`config.mk`:
```
export PLATFORM = sky130hd
export DESIGN_NAME = sbst_tap
export DESIGN_NICKNAME = d
export VERILOG_FILES = /design/src/hw/sbst_pkg.sv /design/src/hw/sbst_sync.sv /design/src/hw/sbst_tap_fsm.sv /design/src/hw/sbst_tap.sv
export VERILOG_INCLUDE_DIRS = /design/src /design/src/hw
export SDC_FILE = /design/constraint.sdc
export NUM_CORES = 1
export LEC_CHECK = 0
export BUFFER_PORTS_ARGS = -buffer_cell sky130_fd_sc_hd__buf_2
export CAP_MARGIN = 20
export CORE_ASPECT_RATIO = 1.2
export CORE_MARGIN = 3
export CORE_UTILIZATION = 30
export CTS_CLUSTER_DIAMETER = 120
export DETAILED_ROUTE_END_ITERATION = 7
export GPL_TIMING_DRIVEN = 0
export MAX_ROUTING_LAYER = met4
export PLACE_DENSITY_LB_ADDON = 0.1
export SLEW_MARGIN = 20
export SYNTH_ARGS = -nofsm -noshare
export SYNTH_HDL_FRONTEND = slang
export SYNTH_SLANG_ARGS = --single-unit
```
`constraint.sdc`:
```
create_clock -name clock_in -period 2.2 [get_ports clock_in]
set_clock_uncertainty 0.1 [all_clocks]
set_input_delay 0.22 -clock clock_in [delete_from_list [all_inputs] [get_ports clock_in]]
set_output_delay 0.22 -clock clock_in [all_outputs]
set_load 0.01 [all_outputs]
```
`src/hw/sbst_consts.svh`:
```
/*
   constants of the sram boundary-scan test port: instruction codes,
   scan register sizes, special cell positions and capture patterns.
   assumes it is included by bare name from the design files.
*/
// Operation
// - tdo changes only on falling tck edges
// - lsb drives tdo, tdi enters msb
// - tdi sampled on rising tck while shifting
// - port reset never disturbs memory operation
// - power-up reset leaves tdo high impedance
// - exactly one register between tdi and tdo
// - three-bit instruction register, serially loaded
// - reset state loads identification instruction
// - capture-ir loads 01 into low bits
// - new instruction acts only after update-ir
// - bypass is one bit, captured low
// - bypass instruction selects bypass bit in shift-dr
// - boundary chain captures pin ring, shifts in shift-dr
// - id instruction captures hardwired 32-bit code
// - sample-z selects chain, forces output bus high-z
// - sample/preload snapshots pins without affecting memory
// - preload shifts in, update-dr latches it
// - extest drives latched values onto pins
// - cell 108 high enables bus, low high-z
// - tristate cell latches only in update-dr
// - tristate latch preset low at reset
// - extest 000, idcode 001, sample-z 010
// - sample 100, bypass 111, others reserved
`ifndef SBST_CONSTS_SVH
`define SBST_CONSTS_SVH

// instruction register
`define SBST_IR_WIDTH 3
`define SBST_IR_EXTEST 3'h0
`define SBST_IR_IDCODE 3'h1
`define SBST_IR_SAMPLEZ 3'h2
`define SBST_IR_SAMPLE 3'h4
`define SBST_IR_BYPASS 3'h7
// capture-ir pattern, low two bits 01
`define SBST_IR_CAPTURE 3'h1

// scan register sizes
`define SBST_ID_WIDTH 32
`define SBST_BSR_WIDTH 109
// output bus tristate cell
`define SBST_TRI_CELL 108
// reset value of the preload latches
`define SBST_LATCH_RESET 109'h0

`endif

```
`src/hw/sbst_pkg.sv`:
```
/*
   types of the sram boundary-scan test port: tap states, scan path
   selection and the pin control bundle.
   assumes nothing beyond a systemverilog compiler.
*/
package sbst_pkg;

   // sixteen tap controller states
   typedef enum logic [3:0] {
      TLR, RTI, SEL_DR, CAP_DR, SHF_DR, EX1_DR, PAU_DR, EX2_DR, UPD_DR,
      SEL_IR, CAP_IR, SHF_IR, EX1_IR, PAU_IR, EX2_IR, UPD_IR
   } sbst_state_t;

   // data register in the scan path
   typedef enum logic [1:0] {
      SEL_BYPASS, SEL_ID, SEL_BSR
   } sbst_sel_t;

   // control toward the memory pin drivers
   typedef struct packed {
      logic extest;   // drive latched values on the pins
      logic qbus_hiz; // force read-data bus high impedance
   } sbst_pin_ctrl_t;

endpackage : sbst_pkg

```
`src/hw/sbst_sync.sv`:
```
/*
   two flip-flop synchroniser for a bundle of pin inputs.
   assumes the inputs are quasi-static relative to clock_in.
*/
`timescale 1ns/1ps
`default_nettype none
module sbst_sync #(
   parameter int WIDTH = 1
) (
   // clock and reset
   input wire logic clock_in,
   input wire logic rst_in,
   // asynchronous side
   input wire logic [WIDTH-1:0] async_in,
   // synchronised side
   output logic [WIDTH-1:0] sync_out
);

   logic [WIDTH-1:0] meta_reg; // first stage, read only by second stage

   // two stages, cleared by reset
   always_ff @(posedge clock_in) begin
      if (rst_in) begin
         meta_reg <= '0;
         sync_out <= '0;
      end else begin
         meta_reg <= async_in;
         sync_out <= meta_reg;
      end
   end

endmodule : sbst_sync
`default_nettype wire

```
`src/hw/sbst_tap_fsm.sv`:
```
/*
   tap controller state machine, advanced once per rising test clock.
   assumes step_in is a one-cycle pulse at each tck rise and tms_in is
   already synchronised to clock_in.
*/
`timescale 1ns/1ps
`default_nettype none
module sbst_tap_fsm (
   // clock and reset
   input wire logic clock_in,
   input wire logic rst_in,
   // test clock rise and mode select
   input wire logic step_in,
   input wire logic tms_in,
   // current state
   output sbst_pkg::sbst_state_t state_out
);

   sbst_pkg::sbst_state_t state_next; // next state

   // next state from mode select
   always_comb begin
      state_next = state_out;
      case (state_out)
         sbst_pkg::TLR: state_next = tms_in ? sbst_pkg::TLR : sbst_pkg::RTI;
         sbst_pkg::RTI: state_next = tms_in ? sbst_pkg::SEL_DR : sbst_pkg::RTI;
         sbst_pkg::SEL_DR: state_next = tms_in ? sbst_pkg::SEL_IR : sbst_pkg::CAP_DR;
         sbst_pkg::CAP_DR: state_next = tms_in ? sbst_pkg::EX1_DR : sbst_pkg::SHF_DR;
         sbst_pkg::SHF_DR: state_next = tms_in ? sbst_pkg::EX1_DR : sbst_pkg::SHF_DR;
         sbst_pkg::EX1_DR: state_next = tms_in ? sbst_pkg::UPD_DR : sbst_pkg::PAU_DR;
         sbst_pkg::PAU_DR: state_next = tms_in ? sbst_pkg::EX2_DR : sbst_pkg::PAU_DR;
         sbst_pkg::EX2_DR: state_next = tms_in ? sbst_pkg::UPD_DR : sbst_pkg::SHF_DR;
         sbst_pkg::UPD_DR: state_next = tms_in ? sbst_pkg::SEL_DR : sbst_pkg::RTI;
         sbst_pkg::SEL_IR: state_next = tms_in ? sbst_pkg::TLR : sbst_pkg::CAP_IR;
         sbst_pkg::CAP_IR: state_next = tms_in ? sbst_pkg::EX1_IR : sbst_pkg::SHF_IR;
         sbst_pkg::SHF_IR: state_next = tms_in ? sbst_pkg::EX1_IR : sbst_pkg::SHF_IR;
         sbst_pkg::EX1_IR: state_next = tms_in ? sbst_pkg::UPD_IR : sbst_pkg::PAU_IR;
         sbst_pkg::PAU_IR: state_next = tms_in ? sbst_pkg::EX2_IR : sbst_pkg::PAU_IR;
         sbst_pkg::EX2_IR: state_next = tms_in ? sbst_pkg::UPD_IR : sbst_pkg::SHF_IR;
         sbst_pkg::UPD_IR: state_next = tms_in ? sbst_pkg::SEL_DR : sbst_pkg::RTI;
         default: state_next = sbst_pkg::TLR;
      endcase
   end

   // state advances only at test clock rise; five tms highs reach tlr
   always_ff @(posedge clock_in) begin
      if (rst_in) begin
         state_out <= sbst_pkg::TLR;
      end else if (step_in) begin
         state_out <= state_next;
      end
   end

endmodule : sbst_tap_fsm
`default_nettype wire

```
`src/hw/sbst_tap.sv`:
```
/*
   boundary-scan test access port of a synchronous sram: tck edge
   detection, instruction, bypass, id and boundary registers, tdo
   driver and the pin control for extest and sample-z.
   assumes tck, tms, tdi and the pin ring arrive asynchronously and
   that tck is well below a quarter of clock_in. rst_in is power-up.
*/
`timescale 1ns/1ps
`default_nettype none
`include "sbst_consts.svh"
module sbst_tap #(
   parameter int BSR_WIDTH = `SBST_BSR_WIDTH,
   // arbitrary identification value, bit 0 must stay 1
   parameter logic [`SBST_ID_WIDTH-1:0] ID_CODE = 32'h0000_0001
) (
   // clock and reset
   input wire logic clock_in,
   input wire logic rst_in,
   // test port pins
   input wire logic tck_in,
   input wire logic tms_in,
   input wire logic tdi_in,
   output logic tdo_out,
   output logic tdo_oe_out,
   // memory pin ring
   input wire logic [BSR_WIDTH-1:0] ring_in,
   output logic [BSR_WIDTH-1:0] ring_drive_out,
   output sbst_pkg::sbst_pin_ctrl_t pin_ctrl_out
);

   logic tck_s; // synchronised test clock
   logic tms_s; // synchronised mode select
   logic tdi_s; // synchronised data in
   logic [BSR_WIDTH-1:0] ring_s; // synchronised pin ring
   logic tck_prev_reg; // test clock one cycle ago
   logic tck_rise; // one-cycle pulse at tck rise
   logic tck_fall; // one-cycle pulse at tck fall
   sbst_pkg::sbst_state_t state; // tap state
   logic [`SBST_IR_WIDTH-1:0] ir_reg; // active instruction
   logic [`SBST_IR_WIDTH-1:0] ir_sr_reg; // instruction shift stage
   logic byp_reg; // bypass bit
   logic [`SBST_ID_WIDTH-1:0] id_sr_reg; // id shift register
   logic [BSR_WIDTH-1:0] bsr_reg; // boundary shift register
   logic [BSR_WIDTH-1:0] latch_reg; // boundary preload latches
   sbst_pkg::sbst_sel_t sel; // data register in the path
   logic dr_lsb; // lsb of the selected data register

   // all pin inputs through two flip-flops
   sbst_sync #(
      .WIDTH(BSR_WIDTH + 3)
   ) u_sync (
      .clock_in(clock_in),
      .rst_in(rst_in),
      .async_in({tck_in, tms_in, tdi_in, ring_in}),
      .sync_out({tck_s, tms_s, tdi_s, ring_s})
   );

   // test clock edge detection
   always_ff @(posedge clock_in) begin
      if (rst_in) begin
         tck_prev_reg <= 1'b0;
      end else begin
         tck_prev_reg <= tck_s;
      end
   end
   assign tck_rise = tck_s & ~tck_prev_reg;
   assign tck_fall = ~tck_s & tck_prev_reg;

   // tap controller
   sbst_tap_fsm u_fsm (
      .clock_in(clock_in),
      .rst_in(rst_in),
      .step_in(tck_rise),
      .tms_in(tms_s),
      .state_out(state)
   );

   // data register chosen by the instruction; reserved codes bypass
   always_comb begin
      case (ir_reg)
         `SBST_IR_EXTEST: sel = sbst_pkg::SEL_BSR;
         `SBST_IR_SAMPLEZ: sel = sbst_pkg::SEL_BSR;
         `SBST_IR_SAMPLE: sel = sbst_pkg::SEL_BSR;
         `SBST_IR_IDCODE: sel = sbst_pkg::SEL_ID;
         default: sel = sbst_pkg::SEL_BYPASS;
      endcase
   end

   // lsb of the selected data register, one at a time
   always_comb begin
      case (sel)
         sbst_pkg::SEL_BSR: dr_lsb = bsr_reg[0];
         sbst_pkg::SEL_ID: dr_lsb = id_sr_reg[0];
         default: dr_lsb = byp_reg;
      endcase
   end

   // instruction shift stage: capture 01, shift lsb first
   always_ff @(posedge clock_in) begin
      if (rst_in) begin
         ir_sr_reg <= `SBST_IR_CAPTURE;
      end else if (tck_rise && state == sbst_pkg::CAP_IR) begin
         ir_sr_reg <= `SBST_IR_CAPTURE;
      end else if (tck_rise && state == sbst_pkg::SHF_IR) begin
         ir_sr_reg <= {tdi_s, ir_sr_reg[`SBST_IR_WIDTH-1:1]};
      end
   end

   // active instruction: idcode in reset, new code only at update-ir
   always_ff @(posedge clock_in) begin
      if (rst_in || state == sbst_pkg::TLR) begin
         ir_reg <= `SBST_IR_IDCODE;
      end else if (tck_rise && state == sbst_pkg::UPD_IR) begin
         ir_reg <= ir_sr_reg;
      end
   end

   // bypass bit: captured low, shifted from tdi
   always_ff @(posedge clock_in) begin
      if (rst_in) begin
         byp_reg <= 1'b0;
      end else if (tck_rise && sel == sbst_pkg::SEL_BYPASS) begin
         if (state == sbst_pkg::CAP_DR) begin
            byp_reg <= 1'b0;
         end else if (state == sbst_pkg::SHF_DR) begin
            byp_reg <= tdi_s;
         end
      end
   end

   // id register: hardwired capture, shift toward tdo
   always_ff @(posedge clock_in) begin
      if (rst_in) begin
         id_sr_reg <= ID_CODE;
      end else if (tck_rise && sel == sbst_pkg::SEL_ID) begin
         if (state == sbst_pkg::CAP_DR) begin
            id_sr_reg <= ID_CODE;
         end else if (state == sbst_pkg::SHF_DR) begin
            id_sr_reg <= {tdi_s, id_sr_reg[`SBST_ID_WIDTH-1:1]};
         end
      end
   end

   // boundary chain: capture the ring, shift msb in, lsb out
   always_ff @(posedge clock_in) begin
      if (rst_in) begin
         bsr_reg <= '0;
      end else if (tck_rise && sel == sbst_pkg::SEL_BSR) begin
         if (state == sbst_pkg::CAP_DR) begin
            bsr_reg <= ring_s;
         end else if (state == sbst_pkg::SHF_DR) begin
            bsr_reg <= {tdi_s, bsr_reg[BSR_WIDTH-1:1]};
         end
      end
   end

   // preload latches: only update-dr under sample/preload or extest
   always_ff @(posedge clock_in) begin
      if (rst_in || state == sbst_pkg::TLR) begin
         latch_reg <= `SBST_LATCH_RESET;
      end else if (tck_rise && state == sbst_pkg::UPD_DR &&
                   (ir_reg == `SBST_IR_SAMPLE || ir_reg == `SBST_IR_EXTEST)) begin
         latch_reg <= bsr_reg;
      end
   end

   // serial output on the falling test clock, enabled while shifting
   always_ff @(posedge clock_in) begin
      if (rst_in) begin
         tdo_out <= 1'b0;
         tdo_oe_out <= 1'b0;
      end else if (tck_fall) begin
         tdo_oe_out <= (state == sbst_pkg::SHF_IR) || (state == sbst_pkg::SHF_DR);
         tdo_out <= (state == sbst_pkg::SHF_IR) ? ir_sr_reg[0] : dr_lsb;
      end
   end

   // pin control; memory path is never touched outside extest/sample-z
   always_ff @(posedge clock_in) begin
      if (rst_in) begin
         pin_ctrl_out <= '0;
         ring_drive_out <= '0;
      end else begin
         pin_ctrl_out.extest <= (ir_reg == `SBST_IR_EXTEST);
         pin_ctrl_out.qbus_hiz <= (ir_reg == `SBST_IR_SAMPLEZ) ||
            ((ir_reg == `SBST_IR_EXTEST) && !latch_reg[`SBST_TRI_CELL]);
         ring_drive_out <= latch_reg;
      end
   end
endmodule : sbst_tap
`default_nettype wire

```
==> results of run 1 <==
## Yosys cell counts (3+ instances only)
cell / n
buf_4: 3
nor4_1: 3
clkbuf_1: 73
buf_1: 5
ha_1: 3
or2_2: 3
nor3_1: 5
dfxtp_1: 599
o2bb2ai_1: 109
o21ai_0: 4
inv_1: 6
nand2_1: 257
nor2_1: 10
a211oi_1: 4
mux2i_1: 111
buf_2: 49
a21oi_1: 149
a31oi_1: 4
nand3_1: 35
nor2b_1: 340
## layout make-up
class | count | area share [%]
tap | 816 | 4.13
clock buffer | 87 | 7.22
buffer | 131 | 2.55
multi-input combinational | 1067 | 26.6
antenna | 2 | 0.0203
sequential | 599 | 48.5
inverter | 7 | 0.106
timing repair buffer | 341 | 9.26
clock inverter | 22 | 1.60
## power groups by stage
| stage | registers, mW | clock network, mW | logic (mW) |
|---|---|---|---|
| after detailed placement | 11.3 | 0 | 0.547 |
| after floorplan | 11.3 | 0 | 0.297 |
| final | 11.1 | 11.1 | 0.688 |
| after global routing | 11.1 | 11.9 | 0.765 |
| after CTS | 11.1 | 11.5 | 0.706 |
| after global placement | 11.3 | 0 | 0.546 |
## kinds of logic (layout without fill, tap and decap cells)
kind of cell | Yosys count | after routing | synth area share [%]
AOI/OAI and AO/OA | 287 | 287 | 10.1
xor gates and xnor gates | 1 | 1 | 0.0457
DFF | 599 | 599 | 62.6
and+or+nand+nor | 665 | 665 | 18.1
adders and majority gates | 3 | 3 | 0.196
other | 0 | 2 | 0
buffers and inverters | 139 | 588 | 3.18
muxes | 111 | 111 | 5.80
## layer usage
layer,vias to the layer above,part of all wire (%)
li1,6804,-
met1,6117,45
met2,219,49
met3,81,3.6
met4,0,2.5
met5,-,0
## metrics by stage
stage               hold slack [ns]  cell area [µm²]  setup TNS, ns  total power [mW]  util (%)
CTS                           0.205            24600              0              23.3      39.4
global placement              0.324            21300        -267.01              11.9      34.0
global route                  0.227            24700        -0.0642              23.7      39.5
detailed placement            0.323            21300        -169.13              11.9      34.1
floorplan                     0.248            19100              0              11.6         -
finish                        0.231            24700              0              22.9      39.5
## worst min-delay path, stage by stage
cell and delay, ns:
buf_2 0.16, a41oi_2 0.05, buf_6 0.17, buf_6 0.16, o2bb2ai_1 0.11
## worst max-delay path by stage
stage	slack (ns)	cells after the start	endpoint
6_report	0.14	8	bsr_reg[96]$_SDFFE_PP0P_
5_1_grt	-0.01	6	bsr_reg[37]$_SDFFE_PP0P_
4_1_cts	0.01	7	bsr_reg[40]$_SDFFE_PP0P_
3_5_place_dp	-0.70	5	ring_drive_out[94]$_SDFF_PP0_
3_3_place_gp	-0.95	5	u_sync.sync_out[108]$_SDFF_PP0_
2_1_floorplan	0.42	7	bsr_reg[98]$_SDFFE_PP0P_
## repair_timing
item                       in CTS  in global routing
pin swaps                       1                  0
setup endpoints to repair     204                196
gates resized for setup         6                 32
setup buffers                   3                  0
cloned                          0                  0
hold endpoints to repair      112                  0
hold buffers                  112                  0
==> qor.csv, run 1 <==
stage,metric,value,unit
run_status,status,"complete, no violations",
setup_path,crit path kind,register to register,
synth,top post-synthesis cells by area,"dfxtp_1 (63%), nor2b_1 (11%), mux2i_1 (5.8%), nand2_1 (5.0%), o2bb2ai_1 (5.0%)",
synth,syn_nets,1922,
die,io pins,227,
power,power share of the clock group,48.5,%
place,Placed Cells incl. Taps,2847,
clocking,Root Buffer,clkbuf_16,
clocking,clock sinks,599,
grt,GRT Util Overall,14.6,%
clocking,CTS H-tree depth,2,
clocking,clk slew on worst S/H paths,0.06,ns
grt,"Remaining Overflow, GRT",0,
die,Die Span Y,283,µm
synth,synthesized area per cell,10.6,µm²
setup_path,r2r endpoint,bsr_reg[96]$_SDFFE_PP0P_,
setup_path,crit-path max FO,10,
finish,most frequent cells in the layout,"dfxtp_1 (597), nor2b_1 (338), buf_2 (264), nand2_1 (256), a21oi_1 (148)",
synth,top cell type's share of synthesized area,62.6,%
synth,Synth Cell Area,19100,µm²
drt,vias per std cell,4.30,
grt,met1 usage,18.0,%
synth,"flops & latches, synth",599,
setup_path,Reg2Reg Depth,8,
clocking,clock tree buffer depth,3,
place,port buffer count,226,
finish,fin nets,2325,
synth,Most used DFF post-synth,dfxtp_1,
finish,multi-input logic area,6570,µm²
sta,fin crit period,2.06,ns
power,Lkg Pwr,9.09,nW
grt,met3 Use GR,2.45,%
sta,final hold viol count,0,
power,P per Cell Area,926,nW/µm²
power,switching share of power,20.2,%
finish,non-filler instance count after layout,3072,
synth,Post-synth EDFFs,0,
sta,worst slew pin tran,0.756,ns
place,GPL Wtd Cong,0.749,
finish,Reg area,12000,µm²
drt,Detail Route Antenna Nets,0,
die,die area,66900,µm²
drt,via count,13200,
sta,Slew HR,49.6,%
run,max-cap violations,0,
drt,DR WL/cell,15.8,µm
synth,post-synth top area cell,dfxtp_1,
power,peak supply drop,0.563,mV
die,Core Area,62600,µm²
die,Die W,237,µm
setup_path,cells along the critical path,"nor2_1, nand2_1, ha_1, nor4b_2, nand2_2, buf_12, clkbuf_1, o2bb2ai_1",
grt,GR peak layer,met2,
drt,Initial DRT Pass Iterations,5,
setup_path,Setup crit end kind,register,
worst_hold_path,hold path startpoint,rst_in,
drt,DRC errors left,0,
place,Post-Place Setup Slack,-0.695,ns
synth,Syn Inst Count,1805,
grt,antenna violations before repair,2,
synth,number of distinct library cells after synthesis,43,
sta,Highest Clock Rate,485,MHz
setup_path,delay of the slowest critical-path stage,0.43,ns
setup_path,Crit path max-delay family,simple AND/OR/NAND/NOR gates,
power,switching power total,4.61,mW
finish,layout cell share with drive strength beyond 1,17.9,%
setup_path,critical path required time,2.63,ns
sta,period utilization,93.7,%
power,combinational share of power,3.0,%
worst_hold_path,WHS Path Cells,5,
setup_path,startpoint types,register,
finish,"most common cell after layout, fill and taps aside",dfxtp_1,
synth,YS warnings,0,
finish,Filler Cells Inserted,6285,
drt,Starting DRT DRC Count,536,
clocking,CTS tree,done,
setup_path,slowest CP cell,dfxtp_1,
setup_path,R2R Setup Slk,0.14,ns
sta,Final setup viols,0,
setup_path,Critical R2R Launch,ir_reg[2]$_SDFFE_PP0P_,
clocking,TritonCTS Buffers,61,
setup_path,WP data arrival,2.49,ns
power,share of power burned in registers,48.5,%
die,Site Rows,100,
grt,pin count of the biggest net entering global routing,20,
worst_hold_path,hold endpoint,bsr_reg[6]$_SDFFE_PP0P_,
clocking,clock latency on the worst-skew pair,0.60,ns
synth,async set-reset flop share out of synthesis,0,%
setup_path,CP startpoint,ir_reg[2]$_SDFFE_PP0P_,
worst_hold_path,worst hold path type,primary input to register,
die,starting density of the core,30.6,%
setup_path,CP bufs+invs,2,
drt,final WL,48.4,mm
grt,first-pass GRT wire length,75.3,mm
sta,Worst Slack Setup Final,0.139,ns
place,hpwl dp,33.4,mm
power,Int Power,18.3,mW
synth,"Seq/Total Area, Yosys",62.6,%
finish,synthesis-to-finish area growth,29.0,%
sta,"Slew Viols, Final",0,
grt,M2 GR Usage,24.5,%
grt,number of global-route vias before repair,13500,
Note: power is estimated with default switching activity, not from simulation.
==> run 2, diff against run 1 <==
CELL_PAD_IN_SITES_DETAIL_PLACEMENT = 0   (was not set)
CELL_PAD_IN_SITES_GLOBAL_PLACEMENT = 1   (was not set)
PLACE_DENSITY = 0.64   (was not set)
PLACE_DENSITY_LB_ADDON = not set   (was 0.1)
==> run 2 against run 1 <==
Via count is 0.96% higher. Non-clock buffer count stayed put. Worst setup slack worse by 0.030 ns. Core utilization is 0.14 points lower. Critical path type unchanged.
==> qor.csv, run 2 (synthesis results as in run 1) <==
stage,metric,value,unit
grt,number of global-route vias before repair,13600,
power,power share of the clock group,47.5,%
power,P per Cell Area,911,nW/µm²
sta,Fin Hold WS,0.239,ns
drt,vias per std cell,4.34,
place,GPL Wtd Cong,0.805,
grt,pin count of the biggest net entering global routing,20,
finish,Filler Cells Inserted,6146,
drt,DRC errors left,0,
drt,final WL,47.5,mm
run,max-cap violations,0,
sta,final hold viol count,0,
power,peak supply drop,0.463,mV
power,switching share of power,20.5,%
grt,antenna violations before repair,2,
clocking,clock latency on the worst-skew pair,0.61,ns
finish,layout cell share with drive strength beyond 1,17.5,%
power,switching power total,4.60,mW
run_status,status,"complete, no violations",
clocking,clock sinks,599,
finish,most frequent cells in the layout,"dfxtp_1 (598), nor2b_1 (338), buf_2 (263), nand2_1 (256), a21oi_1 (149)",
grt,"Remaining Overflow, GRT",0,
sta,worst slew pin tran,0.861,ns
drt,Detail Route Antenna Nets,0,
power,share of power burned in registers,49.4,%
clocking,clk slew on worst S/H paths,0.06,ns
drt,via count,13300,
place,hpwl dp,32.8,mm
worst_hold_path,worst hold path type,primary input to register,
clocking,CTS H-tree depth,2,
die,Site Rows,100,
sta,RSZ-0062 raised after global routing,no,
sta,setup TNS,0,ns
power,combinational share of power,3.1,%
sta,Highest Clock Rate,478,MHz
power,Int Power,17.8,mW
die,io pins,227,
setup_path,R2R Setup Slk,0.11,ns
die,die area,66900,µm²
sta,Final setup viols,0,
grt,first-pass GRT wire length,74.2,mm
drt,Starting DRT DRC Count,494,
grt,GRT Util Overall,14.3,%
die,starting density of the core,30.6,%
place,port buffer count,226,
sta,period utilization,95.0,%
setup_path,crit path kind,register to register,
finish,fin nets,2323,
sta,Slew HR,41.1,%
finish,synthesis-to-finish area growth,28.6,%
finish,"most common cell after layout, fill and taps aside",dfxtp_1,
sta,fin crit period,2.09,ns
setup_path,critical path required time,2.56,ns
setup_path,WP data arrival,2.45,ns
finish,end-of-flow core utilization,39.4,%
power,Design Power,22.4,mW
clocking,CTS tree,done,
clocking,TritonCTS Buffers,59,
clocking,Root Buffer,clkbuf_16,
die,Die Span Y,283,µm
drt,Initial DRT Pass Iterations,5,
drt,DR WL/cell,15.5,µm
sta,"Slew Viols, Final",0,
clocking,clock tree buffer depth,3,
die,Die W,237,µm
power,Lkg Pwr,9.04,nW
setup_path,crit-path max FO,10,
die,Core Area,62600,µm²
setup_path,Setup crit end kind,register,
setup_path,startpoint types,register,
[run 2: cell types whose count changed in the layout (fill, tap and decap cells not counted), sizes merged]
cell / before / now
clkinv: 10 / 14
buf: 280 / 283
inv: 7 / 9
bufinv: 11 / 9
clkbuf: 167 / 163
clkinvlp: 1 / 0
diode: 2 / 1
[run 2: stage by stage]
| step | cell area, µm² | std cells | setup slack (ns) |
|---|---|---|---|
| after global routing | 24600 | 3073 | 0.00765 |
| final | 24600 | 3073 | 0.109 |
| after detailed placement | 21300 | 2847 | -0.748 |
| after floorplan | 19100 | 1805 | 0.420 |
| after CTS | 24600 | 3072 | 0.00130 |
| after global placement | 21300 | 2847 | -0.997 |
[run 2: worst paths after layout]
kind	from	endpoint	depth (start not counted)
max	u_fsm.state_out[1]$_SDFFE_PP0P_	bsr_reg[17]$_SDFFE_PP0P_	6
min	rst_in	bsr_reg[108]$_SDFFE_PP0P_	5
max reg2reg	u_fsm.state_out[1]$_SDFFE_PP0P_	bsr_reg[17]$_SDFFE_PP0P_	6
min reg2reg	u_sync.meta_reg[19]$_SDFF_PP0_	u_sync.sync_out[19]$_SDFF_PP0_	1
[run 2: metal layers]
layer | vias to the layer above | track usage (%) | part of all wire, % | routed length, µm
li1 | 6803 | - | - | -
met1 | 6161 | 16.8 | 43 | 20600
met2 | 276 | 24.3 | 49 | 23200
met3 | 108 | 2.57 | 4.1 | 1970
met4 | 0 | 5.75 | 3.9 | 1850
met5 | - | - | 0 | 0
[run 2: worst max-delay path: stages (launching register included)]
cell	delay, ns
dfxtp_1	0.45
nor4bb_2	0.37
clkbuf_1	0.19
buf_6	0.23
buf_6	0.22
mux2i_1	0.30
o2bb2ai_1	0.09
[run 2: repair_timing]
item | 4_1_cts | 5_1_grt
buffers inserted | 3 | 0
endpoints found under the setup margin | 208 | 132
resized for setup | 8 | 24
pin swaps | 1 | 0
hold buffers | 112 | 0
cloned | 0 | 0
hold endpoints to repair | 112 | 0
[run 2: final cells by class]
class / instances / area [µm²] / share of cell area, %
Timing Repair Buffer: 341 / 2290 / 9.29
Clock buffer: 86 / 1710 / 6.94
Inverter: 7 / 26.3 / 0.107
Tap cell: 816 / 1020 / 4.15
Antenna cell: 1 / 2.50 / 0.0102
Multi-Input combinational cell: 1067 / 6570 / 26.7
Clock inverter: 25 / 380 / 1.54
Sequential cell: 599 / 12000 / 48.7
Buffer: 131 / 634 / 2.58
[run 2: power groups by stage]
stage          clock, mW  sequential (mW)  combinational [mW]
3_5_place_dp           0             11.3               0.544
2_1_floorplan          0             11.3               0.297
3_3_place_gp           0             11.3               0.537
5_1_grt             11.4             11.1               0.765
6_report            10.7             11.1               0.691
4_1_cts             11.0             11.1               0.701
==> run 3, diff against run 2 <==
==> constraint.sdc (replaced) <==
create_clock -name clock_in -period 2.2 [get_ports clock_in]
set_clock_uncertainty 0.1 [all_clocks]
set_input_delay 0.11 -clock clock_in [delete_from_list [all_inputs] [get_ports clock_in]]
set_output_delay 0.11 -clock clock_in [all_outputs]
set_load 0.01 [all_outputs]
==> run 3 against run 2 <==
Cell area is essentially flat. Combinational power is essentially flat. Via count is the same. Sequential cell count is the same. Global-route usage is the same. Die area is the same. Power is the same. Largest power group unchanged.
==> qor.csv, run 3 (synthesis results as in run 1) <==
stage,metric,value,unit
run,max-cap violations,0,
worst_hold_path,WHS Path Cells,5,
power,Design Power,22.4,mW
clocking,clock sinks,599,
sta,"Slew Viols, Final",0,
power,P per Cell Area,911,nW/µm²
clocking,clk slew on worst S/H paths,0.06,ns
setup_path,slowest CP cell,dfxtp_1,
sta,RSZ-0062 raised after global routing,yes,
worst_hold_path,worst hold path type,primary input to register,
finish,synthesis-to-finish area growth,28.6,%
finish,"most common cell after layout, fill and taps aside",dfxtp_1,
drt,vias per std cell,4.34,
setup_path,crit-path max FO,10,
die,die area,66900,µm²
clocking,clock tree buffer depth,3,
grt,"Remaining Overflow, GRT",0,
grt,first-pass GRT wire length,74.2,mm
drt,final WL,47.5,mm
die,Core Area,62600,µm²
clocking,clock latency on the worst-skew pair,0.61,ns
drt,Detail Route Antenna Nets,0,
sta,final hold viol count,0,
setup_path,WP data arrival,2.45,ns
sta,fin crit period,2.09,ns
setup_path,CP dominant cell by count,buf_6,
setup_path,critical path required time,2.56,ns
grt,GRT Util Overall,14.3,%
drt,DRC errors left,0,
drt,via count,13300,
clocking,Root Buffer,clkbuf_16,
die,Site Rows,100,
finish,layout cell share with drive strength beyond 1,17.5,%
setup_path,startpoint types,register,
place,port buffer count,226,
drt,DR WL/cell,15.5,µm
die,io pins,227,
power,peak supply drop,0.463,mV
grt,antenna violations before repair,2,
place,hpwl dp,32.8,mm
die,Die W,237,µm
clocking,TritonCTS Buffers,59,
grt,number of global-route vias before repair,13600,
finish,fin nets,2323,
sta,Slew HR,41.1,%
setup_path,Reg2Reg Depth,6,
die,starting density of the core,30.6,%
grt,pin count of the biggest net entering global routing,20,
drt,Initial DRT Pass Iterations,5,
clocking,CTS tree,done,
finish,Filler Cells Inserted,6144,
setup_path,cells along the critical path,"nor4bb_2, clkbuf_1, buf_6, buf_6, mux2i_1, o2bb2ai_1",
drt,Starting DRT DRC Count,494,
sta,period utilization,95.0,%
finish,most frequent cells in the layout,"dfxtp_1 (599), nor2b_1 (338), buf_2 (263), nand2_1 (256), a21oi_1 (149)",
power,Lkg Pwr,9.04,nW
run_status,status,"complete, no violations",
finish,non-filler instance count after layout,3073,
setup_path,delay of the slowest critical-path stage,0.45,ns
sta,Highest Clock Rate,478,MHz
setup_path,crit path kind,register to register,
setup_path,Setup crit end kind,register,
place,Placed Cells incl. Taps,2847,
setup_path,R2R Setup Slk,0.11,ns
place,GPL Wtd Cong,0.805,
die,Die Span Y,283,µm
sta,Final setup viols,0,
clocking,CTS H-tree depth,2,
sta,worst slew pin tran,0.861,ns
## run 3: changes by cell type in the layout (fill, tap and decap cells not counted)
cell | before | now
dfxtp_1 | 598 | 599
dfxtp_2 | 1 | 0
## run 3: worst max-delay path, delay by kind of cell (launching register included)
family | cells | cell delay (ns)
buf+inv | 3 | 0.64
flops | 1 | 0.45
mux | 1 | 0.30
simple gates | 1 | 0.37
compound gates | 1 | 0.09
## run 3: path summary, 6_finish.rpt
check                                        from                              to
setup / recovery  u_fsm.state_out[1]$_SDFFE_PP0P_        bsr_reg[17]$_SDFFE_PP0P_
hold / removal                             rst_in       bsr_reg[108]$_SDFFE_PP0P_
setup reg to reg  u_fsm.state_out[1]$_SDFFE_PP0P_        bsr_reg[17]$_SDFFE_PP0P_
hold reg to reg    u_sync.meta_reg[19]$_SDFF_PP0_  u_sync.sync_out[19]$_SDFF_PP0_
## run 3: layout make-up
type	instances	area (µm²)	share of cell area, %
inverter	7	26.3	0.107
sequential	599	12000	48.7
clock buffer	86	1710	6.94
timing repair buffer	341	2290	9.29
buffer	131	634	2.58
multi-input combinational	1067	6570	26.7
clock inverter	25	380	1.54
tap	816	1020	4.15
antenna	1	2.50	0.0102
## run 3: metrics by stage
stage | hold WS, ns | utilization, % | area (µm²) | TNS (ns) | worst slack [ns]
after floorplan | 0.138 | - | 19100 | 0 | 0.420
after global placement | 0.226 | 34.0 | 21300 | -230.80 | -0.887
after detailed placement | 0.223 | 34.1 | 21300 | -143.66 | -0.638
after CTS | 0.0897 | 39.3 | 24600 | 0 | 0.00130
after global routing | 0.122 | 39.4 | 24600 | -0.0509 | -0.0268
final | 0.129 | 39.4 | 24600 | 0 | 0.109
## run 3: per-layer routing
metal / vias up / share of wire, % / global-route usage (%)
met2: 276 / 49 / 24.3
met1: 6161 / 43 / 16.8
met4: 0 / 3.9 / 5.75
met5: - / 0 / -
li1: 6803 / - / -
met3: 108 / 4.1 / 2.57
## run 3: power by group
group / internal [mW] / total [mW] / leakage [nW] / switching, mW
clock network: 6.45 / 10.7 / 1.03 / 4.20
registers: 11.0 / 11.1 / 4.87 / 0.0542
logic: 0.347 / 0.691 / 3.13 / 0.344
## run 3: repair_timing
| action | in CTS | in global routing |
|---|---|---|
| endpoints found under the hold margin | 112 | 0 |
| cloned | 0 | 0 |
| setup endpoints to repair | 200 | 135 |
| hold buffers | 112 | 0 |
| pin swaps | 1 | 0 |
| setup buffers | 3 | 0 |
| gates resized for setup | 7 | 26 |
